**src/bic_defines.vh**
```
// constants and behaviour notes for the branch and if-then control block
`ifndef BIC_DEFINES_VH
`define BIC_DEFINES_VH
// operation codes from the pre-decoder
`define BIC_OP_OTHER     4'h0
`define BIC_OP_JUMP_IMM  4'h1
`define BIC_OP_COND_JUMP 4'h2
`define BIC_OP_CALL_IMM  4'h3
`define BIC_OP_JUMP_REG  4'h4
`define BIC_OP_CALL_REG  4'h5
`define BIC_OP_CMP_ZERO  4'h6
`define BIC_OP_CMP_NZ    4'h7
`define BIC_OP_IT_PREFIX 4'h8
`define BIC_OP_BKPT      4'h9
// condition codes
`define BIC_COND_AL      4'hE
// displacement field widths in bits
`define BIC_DW_CJ_NARROW 5'd9
`define BIC_DW_J_NARROW  5'd12
`define BIC_DW_CJ_WIDE   5'd21
`define BIC_DW_J_WIDE    5'd25
// pipeline view of program counter and instruction sizes
`define BIC_PC_AHEAD     32'h0000_0004
`define BIC_SIZE_NARROW  32'h0000_0002
`define BIC_SIZE_WIDE    32'h0000_0004
// compare branch: base offset and low register limit
`define BIC_CMP_BASE     32'h0000_0004
`define BIC_LOW_REG_MAX  4'h7
// block slot count field
`define BIC_SLOTS_MAX    3'h4
`define BIC_STATE_W      10
`endif

```
**src/bic_branch_ctrl.v**
```verilog
// branch, call, compare-branch and if-then block control
`timescale 1ns/10ps
`default_nettype none
`include "bic_defines.vh"
module bic_branch_ctrl
(
  // clock and reset
  input  wire        clk_i,
  input  wire        arst_n_i,
  // pre-decoded instruction
  input  wire        instr_valid_i,
  input  wire [3:0]  instr_op_i,
  input  wire        instr_wide_i,
  input  wire [3:0]  instr_cond_i,
  input  wire [24:0] instr_disp_i,
  input  wire [3:0]  instr_reg_i,
  input  wire [31:0] reg_val_i,
  input  wire [31:0] pc_i,
  input  wire [2:0]  it_switch_i,
  input  wire [1:0]  it_extra_i,
  // condition flags
  input  wire [3:0]  flags_i,
  // exception save and restore of block state
  input  wire        it_restore_i,
  input  wire [9:0]  it_restore_val_i,
  // results
  output reg         done_o,
  output reg         exec_o,
  output reg         branch_o,
  output reg  [31:0] target_o,
  output reg         link_we_o,
  output reg  [31:0] link_o,
  output reg         fault_o,
  output reg         undef_o,
  output reg  [3:0]  flags_o,
  output reg         in_block_o,
  output reg  [9:0]  it_state_o
);
  // block state: base condition, pending switches, remaining slots
  reg  [3:0]  base_r;
  reg  [3:0]  base_nxt;
  reg  [2:0]  sw_r;
  reg  [2:0]  sw_nxt;
  reg  [2:0]  rem_r;
  reg  [2:0]  rem_nxt;
  wire        in_block = (rem_r != 3'h0);

  // the slot's condition: first slot and same_sense use the base, flip inverts
  reg  [3:0]  slot_cond;
  always @*
  begin
    slot_cond = instr_cond_i;
    if (in_block)
      slot_cond = base_r;
  end
  wire        slot_flip = in_block & ~sw_r[2];
  wire [3:0]  eval_cond = {slot_cond[3:1], slot_cond[0] ^ slot_flip};

  wire        cond_pass;
  bic_cond_eval u_cond
  (
    .cond_i  (eval_cond),
    .flags_i (flags_i),
    .pass_o  (cond_pass)
  );

  // displacement sign extension from the encoding's field width
  reg  [4:0]  disp_w;
  reg  [31:0] disp;
  wire        op_jimm = (instr_op_i == `BIC_OP_JUMP_IMM);
  wire        op_cj   = (instr_op_i == `BIC_OP_COND_JUMP);
  wire        op_cimm = (instr_op_i == `BIC_OP_CALL_IMM);
  wire        op_jreg = (instr_op_i == `BIC_OP_JUMP_REG);
  wire        op_creg = (instr_op_i == `BIC_OP_CALL_REG);
  wire        op_cz   = (instr_op_i == `BIC_OP_CMP_ZERO);
  wire        op_cnz  = (instr_op_i == `BIC_OP_CMP_NZ);
  wire        op_it   = (instr_op_i == `BIC_OP_IT_PREFIX);
  wire        op_bkpt = (instr_op_i == `BIC_OP_BKPT);

  always @*
  begin
    disp_w = `BIC_DW_J_WIDE;
    // inside a block the condition lives in the prefix, freeing encoding bits
    if (op_cj & ~in_block)
      disp_w = instr_wide_i ? `BIC_DW_CJ_WIDE : `BIC_DW_CJ_NARROW;
    else if (op_cj | op_jimm)
      disp_w = instr_wide_i ? `BIC_DW_J_WIDE : `BIC_DW_J_NARROW;
    case (disp_w)
      `BIC_DW_CJ_NARROW: disp = {{23{instr_disp_i[8]}}, instr_disp_i[8:0]};
      `BIC_DW_J_NARROW:  disp = {{20{instr_disp_i[11]}}, instr_disp_i[11:0]};
      `BIC_DW_CJ_WIDE:   disp = {{11{instr_disp_i[20]}}, instr_disp_i[20:0]};
      default:           disp = {{7{instr_disp_i[24]}}, instr_disp_i};
    endcase
  end

  // addresses
  wire [31:0] pc_rel   = pc_i + `BIC_PC_AHEAD + disp;
  wire [31:0] reg_tgt  = {reg_val_i[31:1], 1'b0};
  wire [31:0] cmp_off  = {25'h0, instr_disp_i[5:0], 1'b0};
  wire [31:0] cmp_tgt  = pc_i + `BIC_CMP_BASE + cmp_off;
  wire [31:0] isize    = instr_wide_i ? `BIC_SIZE_WIDE : `BIC_SIZE_NARROW;
  wire [31:0] next_pc  = pc_i + isize;
  wire        is_zero  = (reg_val_i == 32'h0000_0000);
  wire        low_reg  = (instr_reg_i <= `BIC_LOW_REG_MAX);

  // execution decision
  reg         exec;
  reg         take;
  reg [31:0]  tgt;
  reg         lwe;
  reg         flt;
  reg         und;
  always @*
  begin
    exec = 1'b1;
    take = 1'b0;
    tgt  = next_pc;
    lwe  = 1'b0;
    flt  = 1'b0;
    und  = 1'b0;
    if (in_block)
      exec = cond_pass | op_bkpt;
    else if (op_cj)
      exec = cond_pass;
    if (in_block & (op_it | op_cz | op_cnz))
    begin
      exec = 1'b0;
      und  = 1'b1;
    end
    else if ((op_cz | op_cnz) & ~low_reg)
    begin
      exec = 1'b0;
      und  = 1'b1;
    end
    if (exec)
    begin
      case (instr_op_i)
        `BIC_OP_JUMP_IMM, `BIC_OP_COND_JUMP:
        begin
          take = 1'b1;
          tgt  = pc_rel;
        end
        `BIC_OP_CALL_IMM:
        begin
          take = 1'b1;
          tgt  = pc_rel;
          lwe  = 1'b1;
        end
        `BIC_OP_JUMP_REG, `BIC_OP_CALL_REG:
        begin
          if (!reg_val_i[0])
            flt = 1'b1;
          else
          begin
            take = 1'b1;
            tgt  = reg_tgt;
            lwe  = op_creg;
          end
        end
        `BIC_OP_CMP_ZERO, `BIC_OP_CMP_NZ:
        begin
          take = op_cz ? is_zero : ~is_zero;
          tgt  = take ? cmp_tgt : next_pc;
        end
        default:
        begin
          take = 1'b0;
          tgt  = next_pc;
        end
      endcase
    end
  end

  // block state update
  always @*
  begin
    base_nxt = base_r;
    sw_nxt   = sw_r;
    rem_nxt  = rem_r;
    if (it_restore_i)
    begin
      base_nxt = it_restore_val_i[9:6];
      sw_nxt   = it_restore_val_i[5:3];
      rem_nxt  = it_restore_val_i[2:0];
    end
    else if (instr_valid_i)
    begin
      if (in_block)
      begin
        sw_nxt  = {sw_r[1:0], 1'b1};
        rem_nxt = rem_r - 3'h1;
        // a taken branch leaves the block; code places it last anyway
        if (take | flt)
          rem_nxt = 3'h0;
      end
      else if (op_it)
      begin
        base_nxt = instr_cond_i;
        // slot one always runs on the base; the first switch covers slot two
        sw_nxt   = {1'b1, it_switch_i[2:1]};
        rem_nxt  = {1'b0, it_extra_i} + 3'h1;
      end
    end
  end

  always @(posedge clk_i or negedge arst_n_i)
  begin
    if (!arst_n_i)
    begin
      base_r     <= `BIC_COND_AL;
      sw_r       <= 3'h7;
      rem_r      <= 3'h0;
      done_o     <= 1'b0;
      exec_o     <= 1'b0;
      branch_o   <= 1'b0;
      target_o   <= 32'h0000_0000;
      link_we_o  <= 1'b0;
      link_o     <= 32'h0000_0000;
      fault_o    <= 1'b0;
      undef_o    <= 1'b0;
      flags_o    <= 4'h0;
      in_block_o <= 1'b0;
      it_state_o <= 10'h000;
    end
    else
    begin
      base_r     <= base_nxt;
      // slot one runs on the base; the shift brings slot two's switch to bit 2
      sw_r       <= sw_nxt;
      rem_r      <= rem_nxt;
      done_o     <= instr_valid_i;
      exec_o     <= instr_valid_i & exec & ~flt;
      branch_o   <= instr_valid_i & take;
      target_o   <= tgt;
      link_we_o  <= instr_valid_i & lwe;
      // return address keeps bit 0 set so a later register return stays legal
      link_o     <= {next_pc[31:1], 1'b1};
      fault_o    <= instr_valid_i & flt;
      undef_o    <= instr_valid_i & und;
      flags_o    <= flags_i;
      in_block_o <= (rem_nxt != 3'h0);
      it_state_o <= {base_nxt, sw_nxt, rem_nxt};
    end
  end
endmodule
`default_nettype wire

```
**src/bic_cond_eval.v**
```verilog
// condition code evaluator against the nzcv flags
`timescale 1ns/10ps
`default_nettype none
module bic_cond_eval
(
  // condition and flags
  input  wire [3:0] cond_i,
  input  wire [3:0] flags_i,
  // result
  output reg        pass_o
);
  wire n = flags_i[3];
  wire z = flags_i[2];
  wire c = flags_i[1];
  wire v = flags_i[0];
  reg  base;

  // low bit of the code inverts the pair; code F is treated as always
  always @*
  begin
    base = 1'b1;
    case (cond_i[3:1])
      3'h0: base = z;
      3'h1: base = c;
      3'h2: base = n;
      3'h3: base = v;
      3'h4: base = c & ~z;
      3'h5: base = (n == v);
      3'h6: base = ~z & (n == v);
      default: base = 1'b1;
    endcase
    if (cond_i[3:1] == 3'h7)
      pass_o = 1'b1;
    else
      pass_o = base ^ cond_i[0];
  end
endmodule
`default_nettype wire

```
**config.mk**
```make
export PLATFORM = sky130hd
export DESIGN_NAME = bic_branch_ctrl
export DESIGN_NICKNAME = d
export VERILOG_FILES = /design/src/bic_branch_ctrl.v /design/src/bic_cond_eval.v
export VERILOG_INCLUDE_DIRS = /design/src /design/src/src
export SDC_FILE = /design/constraint.sdc
export NUM_CORES = 1
export LEC_CHECK = 0
export BUFFER_PORTS_ARGS = -buffer_cell sky130_fd_sc_hd__buf_2
export CAP_MARGIN = 15
export CORE_UTILIZATION = 49
export DETAILED_ROUTE_END_ITERATION = 6
export PLACE_DENSITY = 0.78
export RECOVER_POWER = 100
export SLEW_MARGIN = 20
export SYNTH_ARGS = -nofsm -noshare
export SYNTH_HDL_FRONTEND = slang
export SYNTH_SLANG_ARGS = --single-unit
```
**constraint.sdc**
```tcl
create_clock -name clk_i -period 4.3 [get_ports clk_i]
set_input_delay 0.43 -clock clk_i [delete_from_list [all_inputs] [get_ports clk_i]]
set_output_delay 0.43 -clock clk_i [all_outputs]
set_load 0.01 [all_outputs]
```
== Word level (Yosys, flattened, before mapping) ==
Cells that the tools add are included.

* Bits in registers: 95
* Bits in latches: 0
* RAM bits: 0
* Memory bits (read-only): 0
* Bits of input ports: 125
* Output and inout bits: 85
* Word-level logic and storage cells: 116
* Memories: 0

* Add/subtract/negate cells: 6
* $mul: 0
* Divide/modulo/power cells: 0
* Magnitude comparators: 1
* Equal/unequal tests: 20
* Shifts and indexed selects: 0
* Mux-type cells: 42
* Bitwise gates (word level): 26
* Reductions and logical operators: 7

{| class="wikitable"
|+ Operators by type and width
! operator !! count
|-
| $pmux W32 S3 || 2
|-
| $mux W32 || 3
|-
| $add A32 B3 Y32 || 1
|-
| $add A32 B3 Y32 const B || 1
|-
| $add A32 B32 Y32 || 1
|-
| $add A32 B7 Y32 || 1
|-
| $logic_not A32 Y1 || 1
|-
| $mux W3 || 10
|-
| $mux W4 || 5
|-
| $mux W5 || 4
|-
| $eq A4 B3 Y1 const B || 4
|-
| $mux W1 || 15
|-
| $and A1 B1 Y1 || 12
|-
| $eq A3 B3 Y1 const B || 4
|-
| $eq A5 B4 Y1 const B || 2
|-
| $eq A4 B2 Y1 const B || 2
|-
| $eq A4 B4 Y1 const B || 2
|-
| $pmux W1 S7 || 1
|-
| $eq A3 B2 Y1 const B || 2
|-
| $not A1 Y1 || 6
|-
| $or A1 B1 Y1 || 6
|-
| $reduce_bool A3 Y1 || 2
|-
| $eq A5 B5 Y1 const B || 1
|-
| $eq A4 B1 Y1 const B || 1
|-
| other kinds (11) || 13
|}

== Longest topological paths before layout ==
Gate-level depths: netlist (run 1).

* Depth after elaboration: 17
* Mapped depth: 19
* Depth with buffers taken out: 16

== Cells and area by module ==
From an unflattened synthesis (run 1), not the netlist that was laid out.

* Cells, all modules: 888
* Area, all modules: 7582.3 sq um

{| class="wikitable"
|+ Modules (own cells, without submodules)
! module !! times used !! cells each !! area each (sq um) !! seq. area each (sq um)
|-
| bic_branch_ctrl || 1 || 868 || 7440.9 || 2284.7
|-
| bic_cond_eval || 1 || 20 || 141.4 || 0.0
|}

== Least setup slack after synthesis (run 1) ==
No wires, ideal clock.

* Path type: register to register
* Start point: reg rem_r[0]
* End point: reg target_o[31]
* Arrival time: 4.026 ns
* Slack: 0.192 ns
* Cell stages (with the launch flop): 20
* Path buffers: 3
* Clock period less this slack: 4.108 ns
* Cells stage by stage: dfrtp_1 > inv_1 > ha_1 > nand2b_1 > buf_2 > clkbuf_1 > or3_1 > a32o_1 > clkbuf_1 > a21o_1 > ha_1 > a21o_1 > a21o_1 > a21o_1 > a221oi_1 > a21oi_1 > o21a_1 > o21ai_0 > a31oi_1 > a31oi_1

* Longest elaborated chain between the ends: 11
* Elaborated cells between the ends (all ways): 31

{| class="wikitable"
|+ RTL lines
! item !! RTL line !! text
|-
| start: declaration || bic_branch_ctrl.v:44 || <nowiki>reg [2:0] rem_r;</nowiki>
|-
| start signal: assignment || bic_branch_ctrl.v:230 || <nowiki>rem_r <= rem_nxt;</nowiki>
|-
| $reduce_bool A3 Y1 * || bic_branch_ctrl.v:46 || <nowiki>wire in_block = (rem_r != 3'h0);</nowiki>
|-
| branches (longest 9 deep; another with $add A32 B32 Y32) || - ||
|-
| $mux W32 * || bic_branch_ctrl.v:135 || <nowiki>if (exec)</nowiki>
|-
| via tgt[31] || bic_branch_ctrl.v:109 || <nowiki>reg [31:0] tgt;</nowiki>
|-
| end signal: assignment || bic_branch_ctrl.v:234 || <nowiki>target_o <= tgt;</nowiki>
|-
| end: declaration || bic_branch_ctrl.v:30 || <nowiki>output reg [31:0] target_o,</nowiki>
|}

Mark *: on every way through the listed nets, which the timed path passes.

== Worst setup path in the final report (run 1) ==
* Start point: reg rem_r[1]
* End point: reg target_o[29]

Same word-level chain as after synthesis.

==> summary.log, run 1 <==
INFO  status         run_status=complete, but fails checks
INFO  status         failed_checks=max-capacitance violations, max-slew violations
INFO  synthesis      synth_area_per_cell=8.54um^2
INFO  setup_path     critical_path.endpoint_type=flip-flop
INFO  worst_hold_path min-delay-start=flags_i[1]
INFO  drt            post_drt_wl_per_cell=18.9um
INFO  synthesis      synth.ff_latch_count=91
INFO  run            max_cap_viol_count=1
INFO  clock_network  cts-root-buf=sky130_fd_sc_hd__clkbuf_16
INFO  setup_path     worst_ep_arrival_time=4.24ns
INFO  global_route   vias_in_the_first_global_route=7,533
INFO  timing         slew_violations=61
INFO  timing         rsz0062_at_grt=false
INFO  synthesis      synth-seq-area-share=0.294
INFO  drt            antenna_left=0
INFO  floorplanning  placement_rows=45
INFO  setup_path     setup.worst_path.start_class=flip-flop
INFO  final_layout   drive_gt1_frac=0.204
INFO  clock_network  clock_sink_count=91
INFO  power          total_power=2.93mW
INFO  place          dp_worst_setup_slack=0.0301ns
INFO  setup_path     worst_r2r_src=rem_r[1]
INFO  synthesis      synth_enable_flop_cells=0
INFO  worst_hold_path min_path_type=primary input to flip-flop
INFO  clock_network  tritoncts_clock_tree=built
INFO  drt            first_iter_violations=764
INFO  timing         max_freq=0.252GHz
INFO  global_route   global_route_wire_length_before_repair=40,100um
INFO  final_layout   design.final.nets=1,330
INFO  clock_network  clock_pin_slew_reported_for_the_worst_setup_and_hold_paths_after_clock_tree_synthesis=0.07ns
INFO  setup_path     crit_fanout=7
INFO  timing         min_period_over_period=0.924
INFO  final_layout   multiInputGateArea=5190um^2
INFO  synthesis      yosysWarnings=0
INFO  global_route   use_met2=0.510
INFO  clock_network  ctsResizeCount=0
INFO  worst_hold_path min_to=flags_o[1]
INFO  global_route   global_route.overflow_total=0
INFO  place          hpwl_detailed=21,300um
INFO  final_layout   stdcell_count=1,380
INFO  floorplanning  total_die_area=16,400um^2
INFO  clock_network  post_cts_hold_buffer_count=0
INFO  clock_network  cts.htree.levels=3
INFO  clock_network  tritoncts.num_buffers=9
INFO  clock_network  ctsLongestPathBuffers=2
INFO  floorplanning  floorplan.die.height=128um
INFO  worst_hold_path holdPathStages=1
INFO  timing         fin_ws=0.327ns
INFO  drt            drt_pass1_iterations=6
INFO  final_layout   area_growth=23.9%
INFO  power          power_per_cell_area=305nW/um^2
INFO  timing         tightestPinTransition=3.09ns
INFO  global_route   global_route.peak_usage_layer=met2
INFO  synthesis      yosysUniqueCellTypes=83
INFO  power          vdd_drop_max=0.000190V
INFO  drt            via_count=8,120
INFO  timing         finalSetupViolCount=0
INFO  final_layout   layout.area.seq=2280um^2
INFO  drt            via_per_inst=5.88
INFO  setup_path     worst-endpoint-required=4.57ns
INFO  timing         fin_setup_tns=0ns
INFO  timing         worst_slew_margin_rel=-1.06
INFO  place          numPlacedInstances=1,359
INFO  synthesis      syn-instance-count=910
INFO  final_layout   fillCellCount=1,420
INFO  synthesis      synth.cell_area=7770um^2
INFO  global_route   gr-usage-all-layers=0.320
INFO  floorplanning  ios=210
INFO  clock_network  post_cts_buffers=0
INFO  drt            drc_errors=0
INFO  place          io_buffer_count=205
INFO  global_route   global_route_track_usage_on_met1=0.439
INFO  floorplanning  die_w=128um
INFO  place          gp_congestion=1.04
INFO  synthesis      mappedNetlistNets=1,081
INFO  setup_path     timing.reg2reg.worst_path_depth=18
INFO  global_route   grt_start_max_net_pins=61
INFO  power          power.static_leakage=4.30nW
INFO  floorplanning  initial_utilization=0.507
INFO  timing         fin_skew=0.00952ns
INFO  floorplanning  core_region_area=15,300um^2
INFO  synthesis      ys_dominant_reg_cell=sky130_fd_sc_hd__dfrtp_1
INFO  global_route   gr-usage-met3=0.0526
INFO  timing         finalWorstPathRequiredPeriod=3.97ns
INFO  global_route   antenna_found_initial=6
INFO  setup_path     timing.setup.critical_path_class=flip-flop to flip-flop
INFO  setup_path     worst_r2r_endpoint=target_o[29]
INFO  drt            wirelength=26,100um
INFO  setup_path     regToRegSetupSlack=0.33ns
INFO  clock_network  latest_clock_arrival_within_the_worst_skew_pair=0.34ns
INFO  timing         report.final.hold_viol_count=0
INFO  synthesis      asyncSetResetFlopFracSynth=1.00
-- through the flow --
| step | area, um^2 | hold WS, ns | util |
|---|---|---|---|
| after floorplan | 7770 | 0.134 | - |
| after global placement | 9450 | 0.529 | 0.617 |
| after CTS | 9750 | 0.168 | 0.637 |
| final | 9630 | 0.247 | 0.629 |
| after global routing | 9620 | 0.254 | 0.628 |
| after detailed placement | 9450 | 0.538 | 0.617 |
-- cells by family after synthesis --
group | count (synthesis) | synth area share
AOI/OAI and AO/OA | 243 | 0.216
xor gates and xnor gates | 111 | 0.130
adders and majority gates | 46 | 0.0770
buffers and inverters | 74 | 0.0412
DFF | 91 | 0.294
muxes | 13 | 0.0174
other | 1 | 0.000483
and+or+nand+nor | 331 | 0.224
-- report_power, final --
part           internal, mW  total (mW)  switching (mW)
Sequential            0.960       0.997          0.0374
Clock                 0.457       0.795           0.337
Combinational         0.455        1.14           0.687
Total                  1.87        2.93            1.06
-- state kept, by name, summed over array words and instances (netlist names) --
register,count
flags_o,4
fault_o,1
exec_o,1
undef_o,1
it_state_o,7
base_r,4
rem_r,2
done_o,1
link_o,32
target_o,32
in_block_o,1
link_we_o,1
sw_r,3
branch_o,1
-- synthesized netlist by cell type, drive strengths merged, types with 7 or more instances --
| master | n | area share |
|---|---|---|
| clkbuf | 26 | 0.013 |
| a21o | 30 | 0.029 |
| nor3 | 26 | 0.019 |
| a222oi | 10 | 0.013 |
| a21oi | 41 | 0.027 |
| or3 | 12 | 0.012 |
| o22ai | 10 | 0.0081 |
| mux2i | 9 | 0.012 |
| ha | 43 | 0.069 |
| nand2b | 11 | 0.0098 |
| o21a | 13 | 0.013 |
| nor2 | 60 | 0.029 |
| a31oi | 13 | 0.010 |
| dfrtp | 85 | 0.27 |
| xor2 | 49 | 0.056 |
| and4 | 7 | 0.0079 |
| nand4 | 19 | 0.018 |
| nand2 | 99 | 0.048 |
| o21ai | 54 | 0.035 |
| nor4 | 20 | 0.018 |
| a221oi | 12 | 0.014 |
| nand3 | 32 | 0.022 |
| buf | 20 | 0.015 |
| inv | 28 | 0.014 |
| and3 | 11 | 0.0089 |
| xnor2 | 62 | 0.074 |
-- worst max path at each step --
| stage | from | to | depth (start not counted) |
|---|---|---|---|
| 2_1_floorplan | rem_r[0] | target_o[31] | 19 |
| 3_3_place_gp | instr_op_i[3] | target_o[20] | 16 |
| 3_5_place_dp | instr_op_i[3] | target_o[20] | 16 |
| 4_1_cts | rem_r[1] | target_o[24] | 16 |
| 5_1_grt | rem_r[1] | target_o[20] | 17 |
| 6_report | rem_r[1] | target_o[29] | 18 |
-- cells in the final DEF (no fill, tap or decap), types with 7 or more instances in the layout --
cell	synthesis	layout
sky130_fd_sc_hd__a21o_1	30	30
sky130_fd_sc_hd__a21oi_1	40	40
sky130_fd_sc_hd__a221oi_1	11	10
sky130_fd_sc_hd__a222oi_1	10	10
sky130_fd_sc_hd__a31oi_1	13	13
sky130_fd_sc_hd__and3_1	11	11
sky130_fd_sc_hd__and4_1	7	7
sky130_fd_sc_hd__buf_2	13	113
sky130_fd_sc_hd__buf_4	5	67
sky130_fd_sc_hd__clkbuf_1	26	102
sky130_fd_sc_hd__clkbuf_16	0	9
sky130_fd_sc_hd__dfrtp_1	85	85
sky130_fd_sc_hd__ha_1	43	43
sky130_fd_sc_hd__inv_1	28	28
sky130_fd_sc_hd__mux2i_1	9	9
sky130_fd_sc_hd__nand2_1	99	99
sky130_fd_sc_hd__nand2b_1	10	10
sky130_fd_sc_hd__nand3_1	30	30
sky130_fd_sc_hd__nand4_1	16	16
sky130_fd_sc_hd__nor2_1	60	60
sky130_fd_sc_hd__nor3_1	24	24
sky130_fd_sc_hd__nor4_1	19	19
sky130_fd_sc_hd__o21a_1	13	13
sky130_fd_sc_hd__o21ai_0	47	45
sky130_fd_sc_hd__o21ai_1	7	9
sky130_fd_sc_hd__o22ai_1	10	10
sky130_fd_sc_hd__or3_1	9	8
sky130_fd_sc_hd__xnor2_1	58	58
sky130_fd_sc_hd__xor2_1	48	48
-- worst max-delay path: stages (launching register included) --
cell	delay, ns
sky130_fd_sc_hd__dfrtp_1	0.40
sky130_fd_sc_hd__inv_1	0.10
sky130_fd_sc_hd__ha_1	0.20
sky130_fd_sc_hd__nand2b_1	0.11
sky130_fd_sc_hd__or3_4	0.38
sky130_fd_sc_hd__a32o_1	0.32
sky130_fd_sc_hd__buf_4	0.17
sky130_fd_sc_hd__or2_2	0.30
sky130_fd_sc_hd__o21a_1	0.13
sky130_fd_sc_hd__ha_1	0.37
sky130_fd_sc_hd__nand4_1	0.11
sky130_fd_sc_hd__inv_1	0.12
sky130_fd_sc_hd__o2111ai_1	0.12
sky130_fd_sc_hd__buf_4	0.16
sky130_fd_sc_hd__a21oi_1	0.24
sky130_fd_sc_hd__o21a_1	0.19
sky130_fd_sc_hd__nor3_1	0.05
sky130_fd_sc_hd__nand3b_1	0.23
sky130_fd_sc_hd__a21oi_1	0.20
-- layer usage --
layer,vias up,wire (um),share of wire
met1,3798,11400,0.44
li1,3854,-,-
met5,-,10,0.00038
met4,2,653,0.025
met2,413,11600,0.45
met3,53,2420,0.093
-- area by class of cell --
type / instances / share of cell area
inverters: 28 / 0.0109
diodes: 5 / 0.00130
clock buffers: 10 / 0.0238
multi-input cells: 745 / 0.539
well taps: 211 / 0.0274
flip-flops and latches: 91 / 0.237
repair buffers: 284 / 0.152
clock inverters: 6 / 0.00767
Note: power is estimated with default switching activity, not from simulation.
==> inputs of run 2 (changes only) <==
==> constraint.sdc (replaced) <==
create_clock -name clk_i -period 4.3 [get_ports clk_i]
set_input_delay 0.215 -clock clk_i [delete_from_list [all_inputs] [get_ports clk_i]]
set_output_delay 0.215 -clock clk_i [all_outputs]
set_load 0.01 [all_outputs]
==> summary.log, run 2 (same netlist as run 1, synthesis figures left out) <==
INFO  status         run_status=complete, but fails checks
INFO  status         failed_checks=design-rule violations, max-capacitance violations, max-slew violations
INFO  drt            via_count=7,996
INFO  timing         fin_setup_tns=0ns
INFO  setup_path     worst-endpoint-required=4.55ns
INFO  place          io_buffer_count=205
INFO  global_route   gr-usage-all-layers=0.315
INFO  place          dpl-instance-area=9100um^2
INFO  setup_path     critical_path.top_delay_family=simple AND/OR/NAND/NOR gates
INFO  power          power.static_leakage=4.12nW
INFO  global_route   gr-usage-met3=0.0371
INFO  timing         finalWorstPathRequiredPeriod=4.05ns
INFO  final_layout   most_used_cells_in_the_layout_excluding_fill_and_tap_cells=114 x sky130_fd_sc_hd__buf_2, 99 x sky130_fd_sc_hd__nand2_1, 93 x sky130_fd_sc_hd__clkbuf_1
INFO  setup_path     worst_ep_arrival_time=4.30ns
INFO  final_layout   final_common_cell=sky130_fd_sc_hd__buf_2
INFO  clock_network  ctsLongestPathBuffers=2
INFO  power          power_per_cell_area=308nW/um^2
INFO  setup_path     cp_cell_sequence=inv_1 -> ha_1 -> nand2b_1 -> or3_4 -> a32o_2 -> buf_4 -> or2_2 -> o21a_1 -> ha_1 -> nand4_1 -> inv_1 -> buf_4 -> o2111ai_1 -> a21oi_2 -> nor2_1 -> xnor2_1 -> nand3_1 -> o211ai_1
INFO  place          numPlacedInstances=1,313
INFO  setup_path     worst_r2r_endpoint=target_o[27]
INFO  clock_network  tritoncts_clock_tree=built
INFO  timing         worst_slew_margin_rel=-1.11
INFO  setup_path     critical_path_max_stage_delay=0.41ns
INFO  floorplanning  placement_rows=45
INFO  timing         rsz0062_at_grt=true
INFO  setup_path     timing.setup.critical_path_class=flip-flop to flip-flop
INFO  drt            first_iter_violations=725
INFO  floorplanning  initial_utilization=0.507
INFO  setup_path     critical_path.endpoint_type=flip-flop
INFO  global_route   antenna_found_initial=4
INFO  timing         whs=0.0334ns
INFO  final_layout   design.final.nets=1,285
INFO  timing         finalSetupViolCount=0
INFO  global_route   global_route.overflow_total=0
INFO  setup_path     worst-path-buf-inv=4
INFO  setup_path     worst_r2r_src=rem_r[0]
INFO  final_layout   drive_gt1_frac=0.185
INFO  setup_path     regToRegSetupSlack=0.25ns
INFO  global_route   global_route.peak_usage_layer=met2
INFO  setup_path     crit_slowest_cell=sky130_fd_sc_hd__dfrtp_1
INFO  setup_path     crit_fanout=6
INFO  timing         min_period_over_period=0.942
INFO  global_route   vias_in_the_first_global_route=7,431
INFO  clock_network  clock_pin_slew_reported_for_the_worst_setup_and_hold_paths_after_clock_tree_synthesis=0.07ns
INFO  timing         fin_ws=0.251ns
INFO  place          hpwl_detailed=21,000um
INFO  place          dp_worst_setup_slack=-0.00116ns
INFO  drt            drt_pass1_iterations=7
INFO  setup_path     setup.worst_path.start_class=flip-flop
INFO  timing         tightestPinTransition=3.17ns
INFO  floorplanning  ios=210
INFO  final_layout   area_growth=20.4%
INFO  timing         report.final.hold_viol_count=0
INFO  clock_network  cts.htree.levels=3
INFO  worst_hold_path min_to=flags_o[1]
INFO  timing         fin_skew=0.00482ns
INFO  global_route   global_route_track_usage_on_met1=0.445
INFO  clock_network  latest_clock_arrival_within_the_worst_skew_pair=0.34ns
INFO  final_layout   biggestRegsByFlops=link_o: 32 flops, target_o: 32 flops, it_state_o: 7 flops
INFO  drt            wirelength=25,900um
INFO  worst_hold_path min_path_type=primary input to flip-flop
INFO  clock_network  clock_sink_count=91
INFO  timing         max_freq=0.247GHz
INFO  final_layout   postLayoutCellArea=9350um^2
INFO  global_route   grt_start_max_net_pins=63
INFO  final_layout   stdcell_count=1,334
INFO  clock_network  cts-root-buf=sky130_fd_sc_hd__clkbuf_16
INFO  floorplanning  floorplan.die.height=128um
INFO  drt            drc_errors=8
INFO  place          gp_congestion=1.01
INFO  floorplanning  core_region_area=15,300um^2
INFO  floorplanning  total_die_area=16,400um^2
INFO  clock_network  tritoncts.num_buffers=9
INFO  floorplanning  die_w=128um
INFO  worst_hold_path min-delay-start=flags_i[1]
INFO  power          vdd_drop_max=0.000238V
INFO  global_route   global_route_wire_length_before_repair=39,400um
INFO  drt            post_drt_wl_per_cell=19.4um
INFO  global_route   use_met2=0.497
INFO  run            max_cap_viol_count=1
INFO  drt            antenna_left=0
INFO  drt            via_per_inst=5.99
INFO  worst_hold_path holdPathStages=1
INFO  setup_path     timing.reg2reg.worst_path_depth=18
INFO  timing         slew_violations=63
==> run 2: how the worst max path moves through the flow <==
stage / to / startpoint / cells after the start / slack, ns
2_1_floorplan: target_o[31] / rem_r[0] / 19 / 0.19
3_3_place_gp: target_o[30] / instr_op_i[3] / 15 / 0.07
3_5_place_dp: target_o[22] / rem_r[0] / 16 / -0.001
4_1_cts: target_o[22] / rem_r[0] / 16 / 0.02
5_1_grt: target_o[20] / rem_r[0] / 17 / -0.009
6_report: target_o[27] / rem_r[0] / 18 / 0.25
==> run 2: routing by layer <==
layer  part of all wire  vias to the layer above
met2               0.44                      437
met3              0.094                       55
met4              0.029                        2
met1               0.44                     3738
met5            0.00031                        -
li1                   -                     3764
==> run 2: per-stage QoR <==
step                utilization  power [mW]
floorplan                     -        1.69
global placement          0.594        2.08
global route              0.611        3.04
CTS                       0.615        2.89
finish                    0.611        2.88
detailed placement        0.594        2.09
==> run 2: area by class of cell <==
type	instances	area, um^2
inverters	28	105
well taps	211	264
clock buffers	10	229
clock inverters	6	71.3
fillers	1453	5960
repair buffers	239	1160
flip-flops and latches	91	2280
multi-input cells	745	5230
diodes	4	10.0
==> run 2: where the power goes <==
group | switching, mW | internal [mW] | total, mW
Clock | 0.334 | 0.457 | 0.790
Sequential | 0.0380 | 0.960 | 0.998
Combinational | 0.676 | 0.418 | 1.09
Total | 1.05 | 1.83 | 2.88
==> run 2: timing repair <==
action / CTS / global route
pin swaps: 1 / 4
resized for setup: 1 / 12
endpoints found under the setup margin: 4 / 13
hold buffers: 1 / 0
endpoints found under the hold margin: 55 / 0
buffers inserted: 0 / 0
